`src/verilog/lsf_pkg.sv`:
```
// Purpose: Shared constants for the limit-status flag block
// Assumes: Register indices sit at byte address four times the index
// Notes:   Register offsets, config and pin fields, register reset values and counts live here
package lsf_pkg;
    // Register indices (byte address is four times the index)
    localparam logic [7:0] REG_CONFIG_ONE    = 8'h40;
    localparam logic [7:0] REG_STATUS_FIRST  = 8'h41;
    localparam logic [7:0] REG_STATUS_SECOND = 8'h42;
    localparam logic [7:0] REG_LIMIT_FIRST   = 8'h44;
    localparam logic [7:0] REG_LIMIT_LAST    = 8'h53;
    localparam logic [7:0] REG_MASK_SECOND   = 8'h75;
    localparam logic [7:0] REG_PIN_SELECT    = 8'h7E;

    // Reset values
    localparam logic [7:0] CONFIG_ONE_RESET  = 8'h04;
    localparam logic [6:0] STATUS_ONE_RESET  = 7'h00;
    localparam logic [7:0] STATUS_TWO_RESET  = 8'h00;
    localparam logic [7:0] MASK_TWO_RESET    = 8'h00;
    localparam logic [7:0] PIN_SELECT_RESET  = 8'h00;
    localparam logic [7:0] LIMIT_LOW_RESET   = 8'h00;
    localparam logic [7:0] LIMIT_HIGH_RESET  = 8'hFF;

    // Configuration register one fields
    localparam int         CFG_START_BIT     = 0;
    localparam int         CFG_LOCK_BIT      = 1;
    localparam int         CFG_FULL_SPD_BIT  = 3;
    localparam logic [7:0] CFG_FREE_MASK     = 8'h29;
    localparam logic [7:0] CFG_LOCKABLE_MASK = 8'h50;
    localparam logic [7:0] CFG_READY_MASK    = 8'h04;

    // Pin select field and status layout
    localparam int         PIN_THERMAL_BIT   = 0;
    localparam int         SUMMARY_BIT       = 7;

    // Measurement channels and limit storage
    localparam int         NUM_CHANNELS      = 8;
    localparam int         NUM_LIMITS        = 16;
    localparam int         CH_RAIL_25V       = 0;
    localparam int         CH_RAIL_12V       = 4;

    // Bus constants
    localparam logic [1:0] HTRANS_NONSEQ     = 2'b10;
    localparam logic       HRESP_OKAY        = 1'b0;
endpackage

```
`src/verilog/lsf_window_cmp.sv`:
```
// Purpose: Window comparison of one reading against its two limits
// Assumes: Readings and limits are unsigned codes of one byte
// Notes:   Falls back to the power-up window while monitoring is off
`timescale 1ns/1ns
module lsf_window_cmp (
    // Reading and limits
    input  wire logic [7:0] i_reading,
    input  wire logic [7:0] i_low,
    input  wire logic [7:0] i_high,
    // Mode
    input  wire logic       i_use_limits,
    // Result
    output logic            o_outside
);
    logic [7:0] low_eff;
    logic [7:0] high_eff;

    // Programmed limits are kept, only bypassed while stopped
    always_comb begin
        low_eff   = i_use_limits ? i_low  : lsf_pkg::LIMIT_LOW_RESET;
        high_eff  = i_use_limits ? i_high : lsf_pkg::LIMIT_HIGH_RESET;
        o_outside = (i_reading < low_eff) || (i_reading > high_eff);
    end
endmodule

```
`src/verilog/lsf_top.sv`:
```
// Purpose: Latched limit-status flags with an AHB-Lite register port
// Assumes: One whole-word transfer at a time; measurements synchronous
// Notes:   Reads take one wait state so read side effects stay exact
//
// The AHB-Lite register port was decided locally.
`timescale 1ns/1ns

module lsf_top (
    // Clock, enable and reset
    input  wire logic        i_ref_clk,
    input  wire logic        i_clk_en,
    input  wire logic        i_reset,
    // AHB-Lite slave port
    input  wire logic        i_hsel,
    input  wire logic [31:0] i_haddr,
    input  wire logic [1:0]  i_htrans,
    input  wire logic        i_hwrite,
    input  wire logic [2:0]  i_hsize,
    input  wire logic [31:0] i_hwdata,
    input  wire logic        i_hready,
    output logic      [31:0] o_hrdata,
    output logic             o_hreadyout,
    output logic             o_hresp,
    // Measurements, one conversion per strobe
    input  wire logic        i_conv_valid,
    input  wire logic [7:0]  i_rail_25v,
    input  wire logic [7:0]  i_core_rail,
    input  wire logic [7:0]  i_supply_rail,
    input  wire logic [7:0]  i_rail_5v,
    input  wire logic [7:0]  i_rail_12v,
    input  wire logic [7:0]  i_remote_one_temp,
    input  wire logic [7:0]  i_local_temp,
    input  wire logic [7:0]  i_remote_two_temp,
    // Other event conditions, levels
    input  wire logic        i_thermal_timer_over,
    input  wire logic [6:0]  i_second_conditions,
    // System outputs
    output logic             o_alert,
    output logic             o_fan_full_duty,
    output logic             o_monitor_start_bit
);
    typedef enum logic [1:0] {
        LSF_IDLE,
        LSF_WRITE,
        LSF_READ_WAIT,
        LSF_READ_DONE
    } lsf_bus_e;

    // Limit registers sit on consecutive indices, low then high
    function automatic logic is_limit(input logic [7:0] idx);
        is_limit = (idx >= lsf_pkg::REG_LIMIT_FIRST) &&
                   (idx <= lsf_pkg::REG_LIMIT_LAST);
    endfunction

    function automatic logic [3:0] limit_slot(input logic [7:0] idx);
        logic [7:0] diff;
        diff       = idx - lsf_pkg::REG_LIMIT_FIRST;
        limit_slot = diff[3:0];
    endfunction

    // Bus state
    lsf_bus_e    state;
    lsf_bus_e    next_state;
    logic [7:0]  addr;
    logic [7:0]  next_addr;
    logic [31:0] next_hrdata;

    // Register state
    logic [7:0]  cfg;
    logic [7:0]  next_cfg;
    logic [6:0]  status_one;
    logic [6:0]  next_status_one;
    logic [7:0]  status_two;
    logic [7:0]  next_status_two;
    logic [7:0]  mask_two;
    logic [7:0]  next_mask_two;
    logic [7:0]  pin_select;
    logic [7:0]  next_pin_select;
    logic [7:0]  limit      [lsf_pkg::NUM_LIMITS];
    logic [7:0]  next_limit [lsf_pkg::NUM_LIMITS];
    logic [7:0]  cond;
    logic [7:0]  next_cond;

    // Combinational helpers
    logic [7:0]  reading [lsf_pkg::NUM_CHANNELS];
    logic [7:0]  outside;
    logic        accept;
    logic        do_write;
    logic        do_read;
    logic        locked;
    logic        thermal_mode;
    logic        summary;
    logic [7:0]  read_value;
    logic [6:0]  present_one;
    logic [6:0]  set_one;
    logic [7:0]  present_two;
    logic [7:0]  set_two;
    logic        bit0_present;
    logic        bit0_set;

    // Channel order matches the limit register order
    assign reading[0] = i_rail_25v;
    assign reading[1] = i_core_rail;
    assign reading[2] = i_supply_rail;
    assign reading[3] = i_rail_5v;
    assign reading[4] = i_rail_12v;
    assign reading[5] = i_remote_one_temp;
    assign reading[6] = i_local_temp;
    assign reading[7] = i_remote_two_temp;

    // One window comparator per channel
    for (genvar ch = 0; ch < lsf_pkg::NUM_CHANNELS; ch++) begin : g_cmp
        lsf_window_cmp u_cmp (
            .i_reading    (reading[ch]),
            .i_low        (limit[2*ch]),
            .i_high       (limit[2*ch+1]),
            .i_use_limits (cfg[lsf_pkg::CFG_START_BIT]),
            .o_outside    (outside[ch])
        );
    end

    // Decode of the current bus phase
    always_comb begin
        // NONSEQ and SEQ both carry the top bit; IDLE and BUSY never start
        accept       = i_hsel && i_hready && i_htrans[1];
        do_write     = (state == LSF_WRITE);
        do_read      = (state == LSF_READ_WAIT);
        locked       = cfg[lsf_pkg::CFG_LOCK_BIT];
        thermal_mode = pin_select[lsf_pkg::PIN_THERMAL_BIT];
        summary      = |status_two;
    end

    // Bus sequencing; reads wait one cycle so data comes from a flop
    always_comb begin
        next_state = state;
        next_addr  = addr;
        case (state)
            LSF_READ_WAIT: next_state = LSF_READ_DONE;
            default: begin
                next_state = LSF_IDLE;
                if (accept) begin
                    // Upper address bits force an unmapped index
                    next_addr  = (i_haddr[31:10] == 22'h00_0000) ?
                                 i_haddr[9:2] : 8'hFF;
                    next_state = i_hwrite ? LSF_WRITE : LSF_READ_WAIT;
                end
            end
        endcase
    end

    // Read multiplexer; unmapped indices read as zero
    always_comb begin
        read_value = 8'h00;
        case (addr)
            lsf_pkg::REG_CONFIG_ONE:    read_value = cfg;
            lsf_pkg::REG_STATUS_FIRST:  read_value = {summary, status_one};
            lsf_pkg::REG_STATUS_SECOND: read_value = status_two;
            lsf_pkg::REG_MASK_SECOND:   read_value = mask_two;
            lsf_pkg::REG_PIN_SELECT:    read_value = pin_select;
            default: begin
                if (is_limit(addr)) begin
                    read_value = limit[limit_slot(addr)];
                end
            end
        endcase
        next_hrdata = do_read ? {24'h00_0000, read_value} : o_hrdata;
    end

    // Conditions follow the latest conversion, flagged the same cycle
    always_comb begin
        next_cond    = i_conv_valid ? outside : cond;
        // In pin mode the timer replaces the 2.5 V reading on bit 0
        bit0_present = thermal_mode ? i_thermal_timer_over
                                    : next_cond[lsf_pkg::CH_RAIL_25V];
        bit0_set     = thermal_mode ? i_thermal_timer_over
                                    : i_conv_valid && outside[0];
        present_one  = {next_cond[7:5], next_cond[3:1], bit0_present};
        // Rails sit on bits 1 to 3, temperatures on bits 4 to 6
        set_one[0]   = bit0_set;
        set_one[1]   = i_conv_valid && outside[1];
        set_one[2]   = i_conv_valid && outside[2];
        set_one[3]   = i_conv_valid && outside[3];
        set_one[4]   = i_conv_valid && outside[5];
        set_one[5]   = i_conv_valid && outside[6];
        set_one[6]   = i_conv_valid && outside[7];
        present_two  = {i_second_conditions,
                        next_cond[lsf_pkg::CH_RAIL_12V]};
        set_two      = {i_second_conditions,
                        i_conv_valid && outside[lsf_pkg::CH_RAIL_12V]};
    end

    // Sticky flags: a set in the clearing cycle wins over the clear
    always_comb begin
        next_status_one = status_one | set_one;
        next_status_two = status_two | set_two;
        // Presence uses this cycle's result, so a fresh reading counts
        if (do_read && addr == lsf_pkg::REG_STATUS_FIRST) begin
            next_status_one = (status_one & present_one)
                              | set_one;
        end
        if (do_read && addr == lsf_pkg::REG_STATUS_SECOND) begin
            next_status_two = (status_two & present_two)
                              | set_two;
        end
    end

    // Register writes; status registers ignore writes
    always_comb begin
        next_cfg        = cfg;
        next_mask_two   = mask_two;
        next_pin_select = pin_select;
        next_limit      = limit;
        if (do_write) begin
            case (addr)
                lsf_pkg::REG_CONFIG_ONE: begin
                    // Start and full-speed bits ignore the lock
                    next_cfg = (cfg & ~lsf_pkg::CFG_FREE_MASK)
                               | (i_hwdata[7:0]
                                  & lsf_pkg::CFG_FREE_MASK);
                    if (!locked) begin
                        next_cfg = (next_cfg & ~lsf_pkg::CFG_LOCKABLE_MASK)
                                   | (i_hwdata[7:0]
                                      & lsf_pkg::CFG_LOCKABLE_MASK);
                        next_cfg[lsf_pkg::CFG_LOCK_BIT] =
                            i_hwdata[lsf_pkg::CFG_LOCK_BIT];
                    end
                end
                // Mask and pin select stay writable under the lock
                lsf_pkg::REG_MASK_SECOND:  next_mask_two   = i_hwdata[7:0];
                lsf_pkg::REG_PIN_SELECT:   next_pin_select = i_hwdata[7:0];
                default: begin
                    // Limits freeze once locked, only power-up frees them
                    if (is_limit(addr) && !locked) begin
                        next_limit[limit_slot(addr)] = i_hwdata[7:0];
                    end
                end
            endcase
        end
        next_cfg = next_cfg | lsf_pkg::CFG_READY_MASK;
    end

    // State registers; reset wins, otherwise the enable freezes everything while low
    always_ff @(posedge i_ref_clk) begin
        if (i_reset) begin
            state      <= LSF_IDLE;
            addr       <= 8'h00;
            o_hrdata   <= 32'h0000_0000;
            cfg        <= lsf_pkg::CONFIG_ONE_RESET;
            status_one <= lsf_pkg::STATUS_ONE_RESET;
            status_two <= lsf_pkg::STATUS_TWO_RESET;
            mask_two   <= lsf_pkg::MASK_TWO_RESET;
            pin_select <= lsf_pkg::PIN_SELECT_RESET;
            cond       <= 8'h00;
            for (int i = 0; i < lsf_pkg::NUM_LIMITS; i++) begin
                limit[i] <= i[0] ? lsf_pkg::LIMIT_HIGH_RESET
                                 : lsf_pkg::LIMIT_LOW_RESET;
            end
        end else if (i_clk_en) begin
            state      <= next_state;
            addr       <= next_addr;
            o_hrdata   <= next_hrdata;
            cfg        <= next_cfg;
            status_one <= next_status_one;
            status_two <= next_status_two;
            mask_two   <= next_mask_two;
            pin_select <= next_pin_select;
            cond       <= next_cond;
            limit      <= next_limit;
        end
    end

    // Bus handshake and system levels
    always_comb begin
        // Only reads stall, so read data always comes from a flop
        o_hreadyout         = (state != LSF_READ_WAIT);
        o_hresp             = lsf_pkg::HRESP_OKAY;
        o_monitor_start_bit = cfg[lsf_pkg::CFG_START_BIT];
        // Full duty protects the system while limits are not applied
        o_fan_full_duty     = !cfg[lsf_pkg::CFG_START_BIT]
                              || cfg[lsf_pkg::CFG_FULL_SPD_BIT];
        // Fully masked second register: alert is first-register flags or inverted summary
        o_alert             = (|status_one)
                              || (|(status_two & ~mask_two))
                              || ((&mask_two) && !summary);
    end
endmodule

```
`config.mk`:
```
export PLATFORM = sky130hd
export DESIGN_NAME = lsf_top
export DESIGN_NICKNAME = d
export VERILOG_FILES = /design/src/verilog/lsf_pkg.sv /design/src/verilog/lsf_window_cmp.sv /design/src/verilog/lsf_top.sv
export SDC_FILE = /design/constraint.sdc
export NUM_CORES = 1
export LEC_CHECK = 0
export BUFFER_PORTS_ARGS = -buffer_cell sky130_fd_sc_hd__buf_4
export CAP_MARGIN = 0
export CORE_MARGIN = 8
export CORE_UTILIZATION = 30
export CTS_CLUSTER_DIAMETER = 150
export CTS_CLUSTER_SIZE = 14
export DETAILED_ROUTE_END_ITERATION = 16
export SLEW_MARGIN = 5
export SYNTH_ARGS = -nofsm -noshare
export SYNTH_HDL_FRONTEND = slang
export SYNTH_HIERARCHICAL = 1
export SYNTH_SLANG_ARGS = --single-unit
```
`constraint.sdc`:
```
create_clock -name i_ref_clk -period 6.7 [get_ports i_ref_clk]
set_input_delay 0.67 -clock i_ref_clk [delete_from_list [all_inputs] [get_ports i_ref_clk]]
set_output_delay 0.67 -clock i_ref_clk [all_outputs]
set_load 0.1 [all_outputs]
```
---- Word level (Yosys, flattened, before mapping) ----
Cells that the tools add are included.
storage, ports and cells
  input port bits ......................... 148
  logic and storage cells ................. 143
  register bits after elaboration ......... 192
operators by class
  add/subtract/negate cells ............... 1
  bitwise logic cells ..................... 13
  equality and inequality tests ........... 8
  reductions and logical operators ........ 42
  order comparisons ....................... 20
  multiplexer cells ....................... 34
operator list
  cell                  count
  $mux W8               24
  $bwmux W128           1
  $gt A8 B8 Y1          8
  $lt A8 B8 Y1          8
  $eq A8 B7 Y1 const B  5
  $pmux W8 S5           1
  $bmux W8 S4           1
  $demux W8 S4          1
  $logic_not A22 Y1     1
  $and A8 B8 Y8         2
  $logic_and A1 B1 Y1   16
  $or A8 B8 Y8          2
  $reduce_or A8 Y1      2
  $or A7 B7 Y7          2
  $reduce_and A3 Y1     4
  $logic_or A1 B1 Y1    11
  $ge A8 B7 Y1 const B  1
  $le A8 B7 Y1 const B  1
  $not A8 Y8            1
  $or A8 B6 Y8          1
  $or A8 B7 Y8          1
  $reduce_and A8 Y1     1
  $and A7 B7 Y7         1
  $mux W7               1
  15 further kinds      21

---- Depth between registers and ports, before layout ----
  depth in word-level cells ............... 8
  depth in mapped cells ................... 11
  depth with buffers taken out ............ 10

---- Modules after synthesis ----
Netlist, hierarchy kept.
modules (own cells, without submodules)
  module                               cells each  area an instance (sq um)  sequential area each (sq um)  instances
  lsf_top                              941         9390.3                    3823.7                        1
  lsf_window_cmp (g_cmp[4].u_cmp ...)  58          415.4                     0.0                           4
  lsf_window_cmp (g_cmp[0].u_cmp ...)  58          405.4                     0.0                           3
  lsf_window_cmp (g_cmp[3].u_cmp)      55          417.9                     0.0                           1

---- Least setup slack after synthesis ----
OpenSTA, ideal clock, no wires.
  kind .................................... reg2out
  start ................................... register cfg[0]
  end ..................................... output o_fan_full_duty
  stages on the path, launching flop included .. 2
  required time ........................... 6.030 ns
  setup slack ............................. 3.361 ns
  buffers on the path ..................... 0
  arrival ................................. 2.669 ns
  cell sequence ........................... dfxtp_1 -> nand2b_1
between the ends
  word-level cells in the longest chain between the ends .. 2
ends and longest elaborated chain
  what                    line            RTL
  from (decl)             lsf_top.sv:69   logic [7:0] cfg;
  from (signal assigned)  lsf_top.sv:248  cfg <= lsf_pkg::CONFIG_ONE_RESET;
  from (signal assigned)  lsf_top.sv:262  cfg <= next_cfg;
  $logic_not A1 Y1        lsf_top.sv:279  o_fan_full_duty = !cfg[lsf_pkg::CFG_START_BIT]
  $logic_or A1 B1 Y1      lsf_top.sv:280  || cfg[lsf_pkg::CFG_FULL_SPD_BIT];
  to (decl)               lsf_top.sv:39   output logic o_fan_full_duty,
No other way between the ends.

---- Worst setup path in the final report ----
  start ................................... register addr[0]
  end ..................................... register limit[17] in the netlist's numbering
between the ends
  word-level cells in the longest chain between the ends .. 7
ends and longest elaborated chain
  what                                                                       line            RTL
  from (decl)                                                                lsf_top.sv:64   logic [7:0] addr;
  from (signal assigned)                                                     lsf_top.sv:260  addr <= next_addr;
  $sub A4 B3 Y4                                                              lsf_top.sv:57   diff = idx - lsf_pkg::REG_LIMIT_FIRST;
  $not A4 Y5 (not written as such)                                           lsf_top.sv:234  next_limit[limit_slot(addr)] = i_hwdata[7:0];
  $ge A5 B5 Y1 (not written as such) / $lt A5 B1 Y1 (equally long branches)  lsf_top.sv:234
  $logic_and A1 B1 Y1 (not written as such)                                  lsf_top.sv:234
  $mux W8 (not written as such)                                              lsf_top.sv:234
  $demux W8 S4                                                               lsf_top.sv:234
  $bwmux W128                                                                lsf_top.sv:234
  to (signal, indexed assignment)                                            lsf_top.sv:255  limit[i] <= i[0] ? lsf_pkg::LIMIT_HIGH_RESET
  to (signal assigned)                                                       lsf_top.sv:268  limit <= next_limit;
  to (decl)                                                                  lsf_top.sv:79   logic [7:0] limit [lsf_pkg::NUM_LIMITS];
Several ways; a longest one is shown, not always the timed one.
A chain may end at the register's enable or synchronous reset.

==> flow_summary.json <==
{
  "switchingPower_w": 0.0007086,
  "leakagePower_nw": 6.096,
  "die-height_um": 221.6,
  "overflow": 0,
  "syn_area_um2": 12690,
  "hold_class": "flop to flop",
  "drtIter0Drc": 651,
  "final_cell_mix": "188 x dfxtp_1, 177 x mux2i_1, 158 x nor2_1, 137 x buf_4, 125 x ha_1",
  "dp_hpwl_mm": 29.68,
  "hp-start": "cond[7]$_SDFFE_PP0P_",
  "p_comb_share_pct": 14.3,
  "post-route-min-period_ps": 3255,
  "num-nets-final": 1761,
  "hold_viol_final": 0,
  "fin_cells": 2041,
  "synth_edf_count": 0,
  "drive_gt1_share_pct": 15.52,
  "multiInputGateArea_um2": 8351,
  "whs_path_depth": 2,
  "rows": 75,
  "antenna_left": 0,
  "vias": 10430,
  "viasPerCell": 5.112,
  "holdPathEnd": "cond[7]$_SDFFE_PP0P_",
  "place_congestion": 0.8460,
  "avgRoutedWirePerCell_um": 19.12,
  "drc": 0,
  "r2r_slack_ps": 3450,
  "fmax_ghz": 0.3073,
  "ctsHoldBuffers": 0,
  "cts_setup_buffers": 0,
  "critical_path_class": "flop to flop",
  "post-route-period-util_pct": 48.58,
  "internal_power_w": 0.001802,
  "place_ws_ps": 3454,
  "status": "complete, no violations",
  "worstMarginPinSlew_ps": 1114,
  "clock_path_buffers": 2,
  "grt_pass1_vias": 10530,
  "maxSlewHeadroom_pct": 25.71,
  "power_frac_clock_pct": 39.6,
  "cp-start-kind": "flop",
  "firstDrtPassIters": 5,
  "ios": 185,
  "final-seq-area_um2": 3830,
  "skew_ps": 11.92,
  "syn_inst": 1402,
  "numCtsBuffers": 17,
  "htree_levels": 4,
  "cts_resized": 0,
  "worstReg2RegEnd": "limit[17]$_SDFFE_PP1P_",
  "arrival_ps": 3600,
  "critPathRequiredTime_ps": 7050,
  "worstReg2RegStart": "addr[0]$_SDFFE_PP0P_",
  "port_buffers": 129,
  "grt_max_degree": 81,
  "cts.sinks": 191,
  "vdd_ir_drop_max_mv": 0.1686,
  "synth_ff_type": "dfxtp_1",
  "dp.cells": 2008,
  "p_per_area_nw_per_um2": 172.5,
  "maxSlewViolCount": 0,
  "maxCapViolations": 0,
  "fin_tns_setup_ps": 0,
  "setup_ws_ps": 3445,
  "avgSynthCellArea_um2": 9.048,
  "seqPwrFrac_pct": 46.1,
  "cts_tree": "yes",
  "swShare_pct": 28.23,
  "syn_to_final_growth_pct": 14.70,
  "ys_seq_area_share_pct": 30.14,
  "start_util_pct": 30.31,
  "ys_warn_count": 6,
  "synth_seq_cells": 191,
  "r2r_cells": 5,
  "drt_wl_total_mm": 39.02,
  "grt_setup_unrepaired": "false",
  "antenna_found_initial": 2,
  "critPathCaptureType": "flop",
  "fp.dieW_um": 221.6,
  "fillers": 4356,
  "grt_pass1_wl_mm": 60.47,
  "async_reset_ff_share_pct": 0,
  "track_usage_pct": 15.44,
  "crit_fanout": 38,
  "setup_violations": 0,
  "die-area_um2": 49120,
  "post_synth_num_cell_types": 60,
  "insertion_delay_ps": 430,
  "clk_pin_slew_worst_paths_ps": 70,
  "coreArea_um2": 41850,
  "root_buffer": "clkbuf_16",
  "final_common_cell": "dfxtp_1"
}
==> synth_stat cells, types with 3 or more instances <==
cell type | n | area (um2)
nor2_1 | 158 | 593.1
o21ai_1 | 4 | 20.02
buf_2 | 15 | 75.07
o211ai_1 | 4 | 30.03
nor3_1 | 21 | 105.1
inv_1 | 28 | 105.1
mux4_2 | 32 | 720.7
clkbuf_1 | 38 | 142.6
a21o_1 | 7 | 52.55
mux2i_1 | 177 | 1772
buf_4 | 27 | 202.7
and3b_1 | 4 | 35.03
a22oi_1 | 15 | 112.6
and4_1 | 3 | 26.28
buf_1 | 12 | 45.04
o21ai_0 | 51 | 255.2
nand2b_1 | 90 | 563.0
ha_1 | 125 | 1564
dfxtp_1 | 191 | 3824
a21oi_1 | 80 | 400.4
nor2b_1 | 67 | 419.2
nand3_1 | 17 | 85.08
a211o_1 | 7 | 61.31
nor4bb_1 | 8 | 80.08
nand3_4 | 10 | 175.2
nor3_2 | 6 | 60.06
nand4_2 | 4 | 50.05
nand2_1 | 120 | 450.4
nand3_2 | 4 | 40.04
nand4_1 | 12 | 75.07
and2_1 | 4 | 25.02
a211oi_1 | 8 | 60.06
o22ai_1 | 4 | 25.02
nor4_1 | 19 | 118.9
==> power by group through the flow <==
stage	logic [W]	clock network (W)	registers, W
finish	0.000358	0.000994	0.00116
global route	0.000386	0.00106	0.00116
CTS	0.000358	0.00101	0.00116
detailed placement	0.000357	0	0.00118
global placement	0.000350	0	0.00118
floorplan	0.000243	0	0.00118
==> kinds of logic after synthesis <==
kind of cell / after synthesis / synth area share, %
simple gates: 559 / 23.74
compound gates: 195 / 9.370
fa+ha+maj: 125 / 12.33
mux: 209 / 19.65
buf+inv: 122 / 4.744
flops: 191 / 30.14
other cells: 1 / 0.02956
==> critical path: stages (launching register included) <==
cell	delay, ps
dfxtp_2	960
buf_4	500
nand2b_1	290
or4_1	630
nor3_4	500
mux2i_1	260
==> state kept, by name, indices dropped and copies added (netlist names) <==
name        cells
addr            8
cfg             6
status_two      8
cond            8
mask_two        8
o_hrdata        8
state           2
status_one      7
pin_select      8
limit         128
==> through the flow <==
step | instance area (um2) | util, % | hold WS (ps) | power [W]
5_1_grt | 14550 | 34.77 | 484.6 | 0.002601
6_report | 14550 | 34.77 | 449.1 | 0.002510
3_5_place_dp | 13990 | 33.42 | 442.2 | 0.001541
2_1_floorplan | 12780 | - | 431.8 | 0.001424
3_3_place_gp | 13990 | 33.42 | 437.9 | 0.001534
4_1_cts | 14550 | 34.76 | 451.5 | 0.002526
==> worst max path at each step <==
| stage | start | to | slack [ps] | cells after the start |
|---|---|---|---|---|
| after floorplan | cfg[0]$_SDFFE_PP0P_ | o_fan_full_duty | 3360 | 1 |
| after detailed placement | addr[0]$_SDFFE_PP0P_ | limit[17]$_SDFFE_PP1P_ | 3450 | 5 |
| after CTS | addr[0]$_SDFFE_PP0P_ | limit[17]$_SDFFE_PP1P_ | 3440 | 5 |
| after global routing | addr[0]$_SDFFE_PP0P_ | limit[17]$_SDFFE_PP1P_ | 3220 | 5 |
| after global placement | addr[0]$_SDFFE_PP0P_ | limit[17]$_SDFFE_PP1P_ | 3480 | 5 |
| final | addr[0]$_SDFFE_PP0P_ | limit[17]$_SDFFE_PP1P_ | 3450 | 5 |
==> area by class of cell <==
| class | count | share of cell area (%) |
|---|---|---|
| repair buffers | 137 | 7.069 |
| diodes | 1 | 0.01720 |
| well taps | 539 | 4.635 |
| multi-input cells | 1113 | 57.39 |
| flip-flops and latches | 191 | 26.32 |
| inverters | 28 | 0.7223 |
| clock buffers | 22 | 3.122 |
| clock inverters | 10 | 0.7223 |
==> layer usage <==
metal	routed length (um)	global-route usage [%]	up-vias
met3	1928	3.068	64
li1	-	-	5107
met5	13	0	-
met1	18260	20.15	4977
met2	17540	25.03	283
met4	1270	5.581	2
Note: power is estimated with default switching activity, not from simulation.
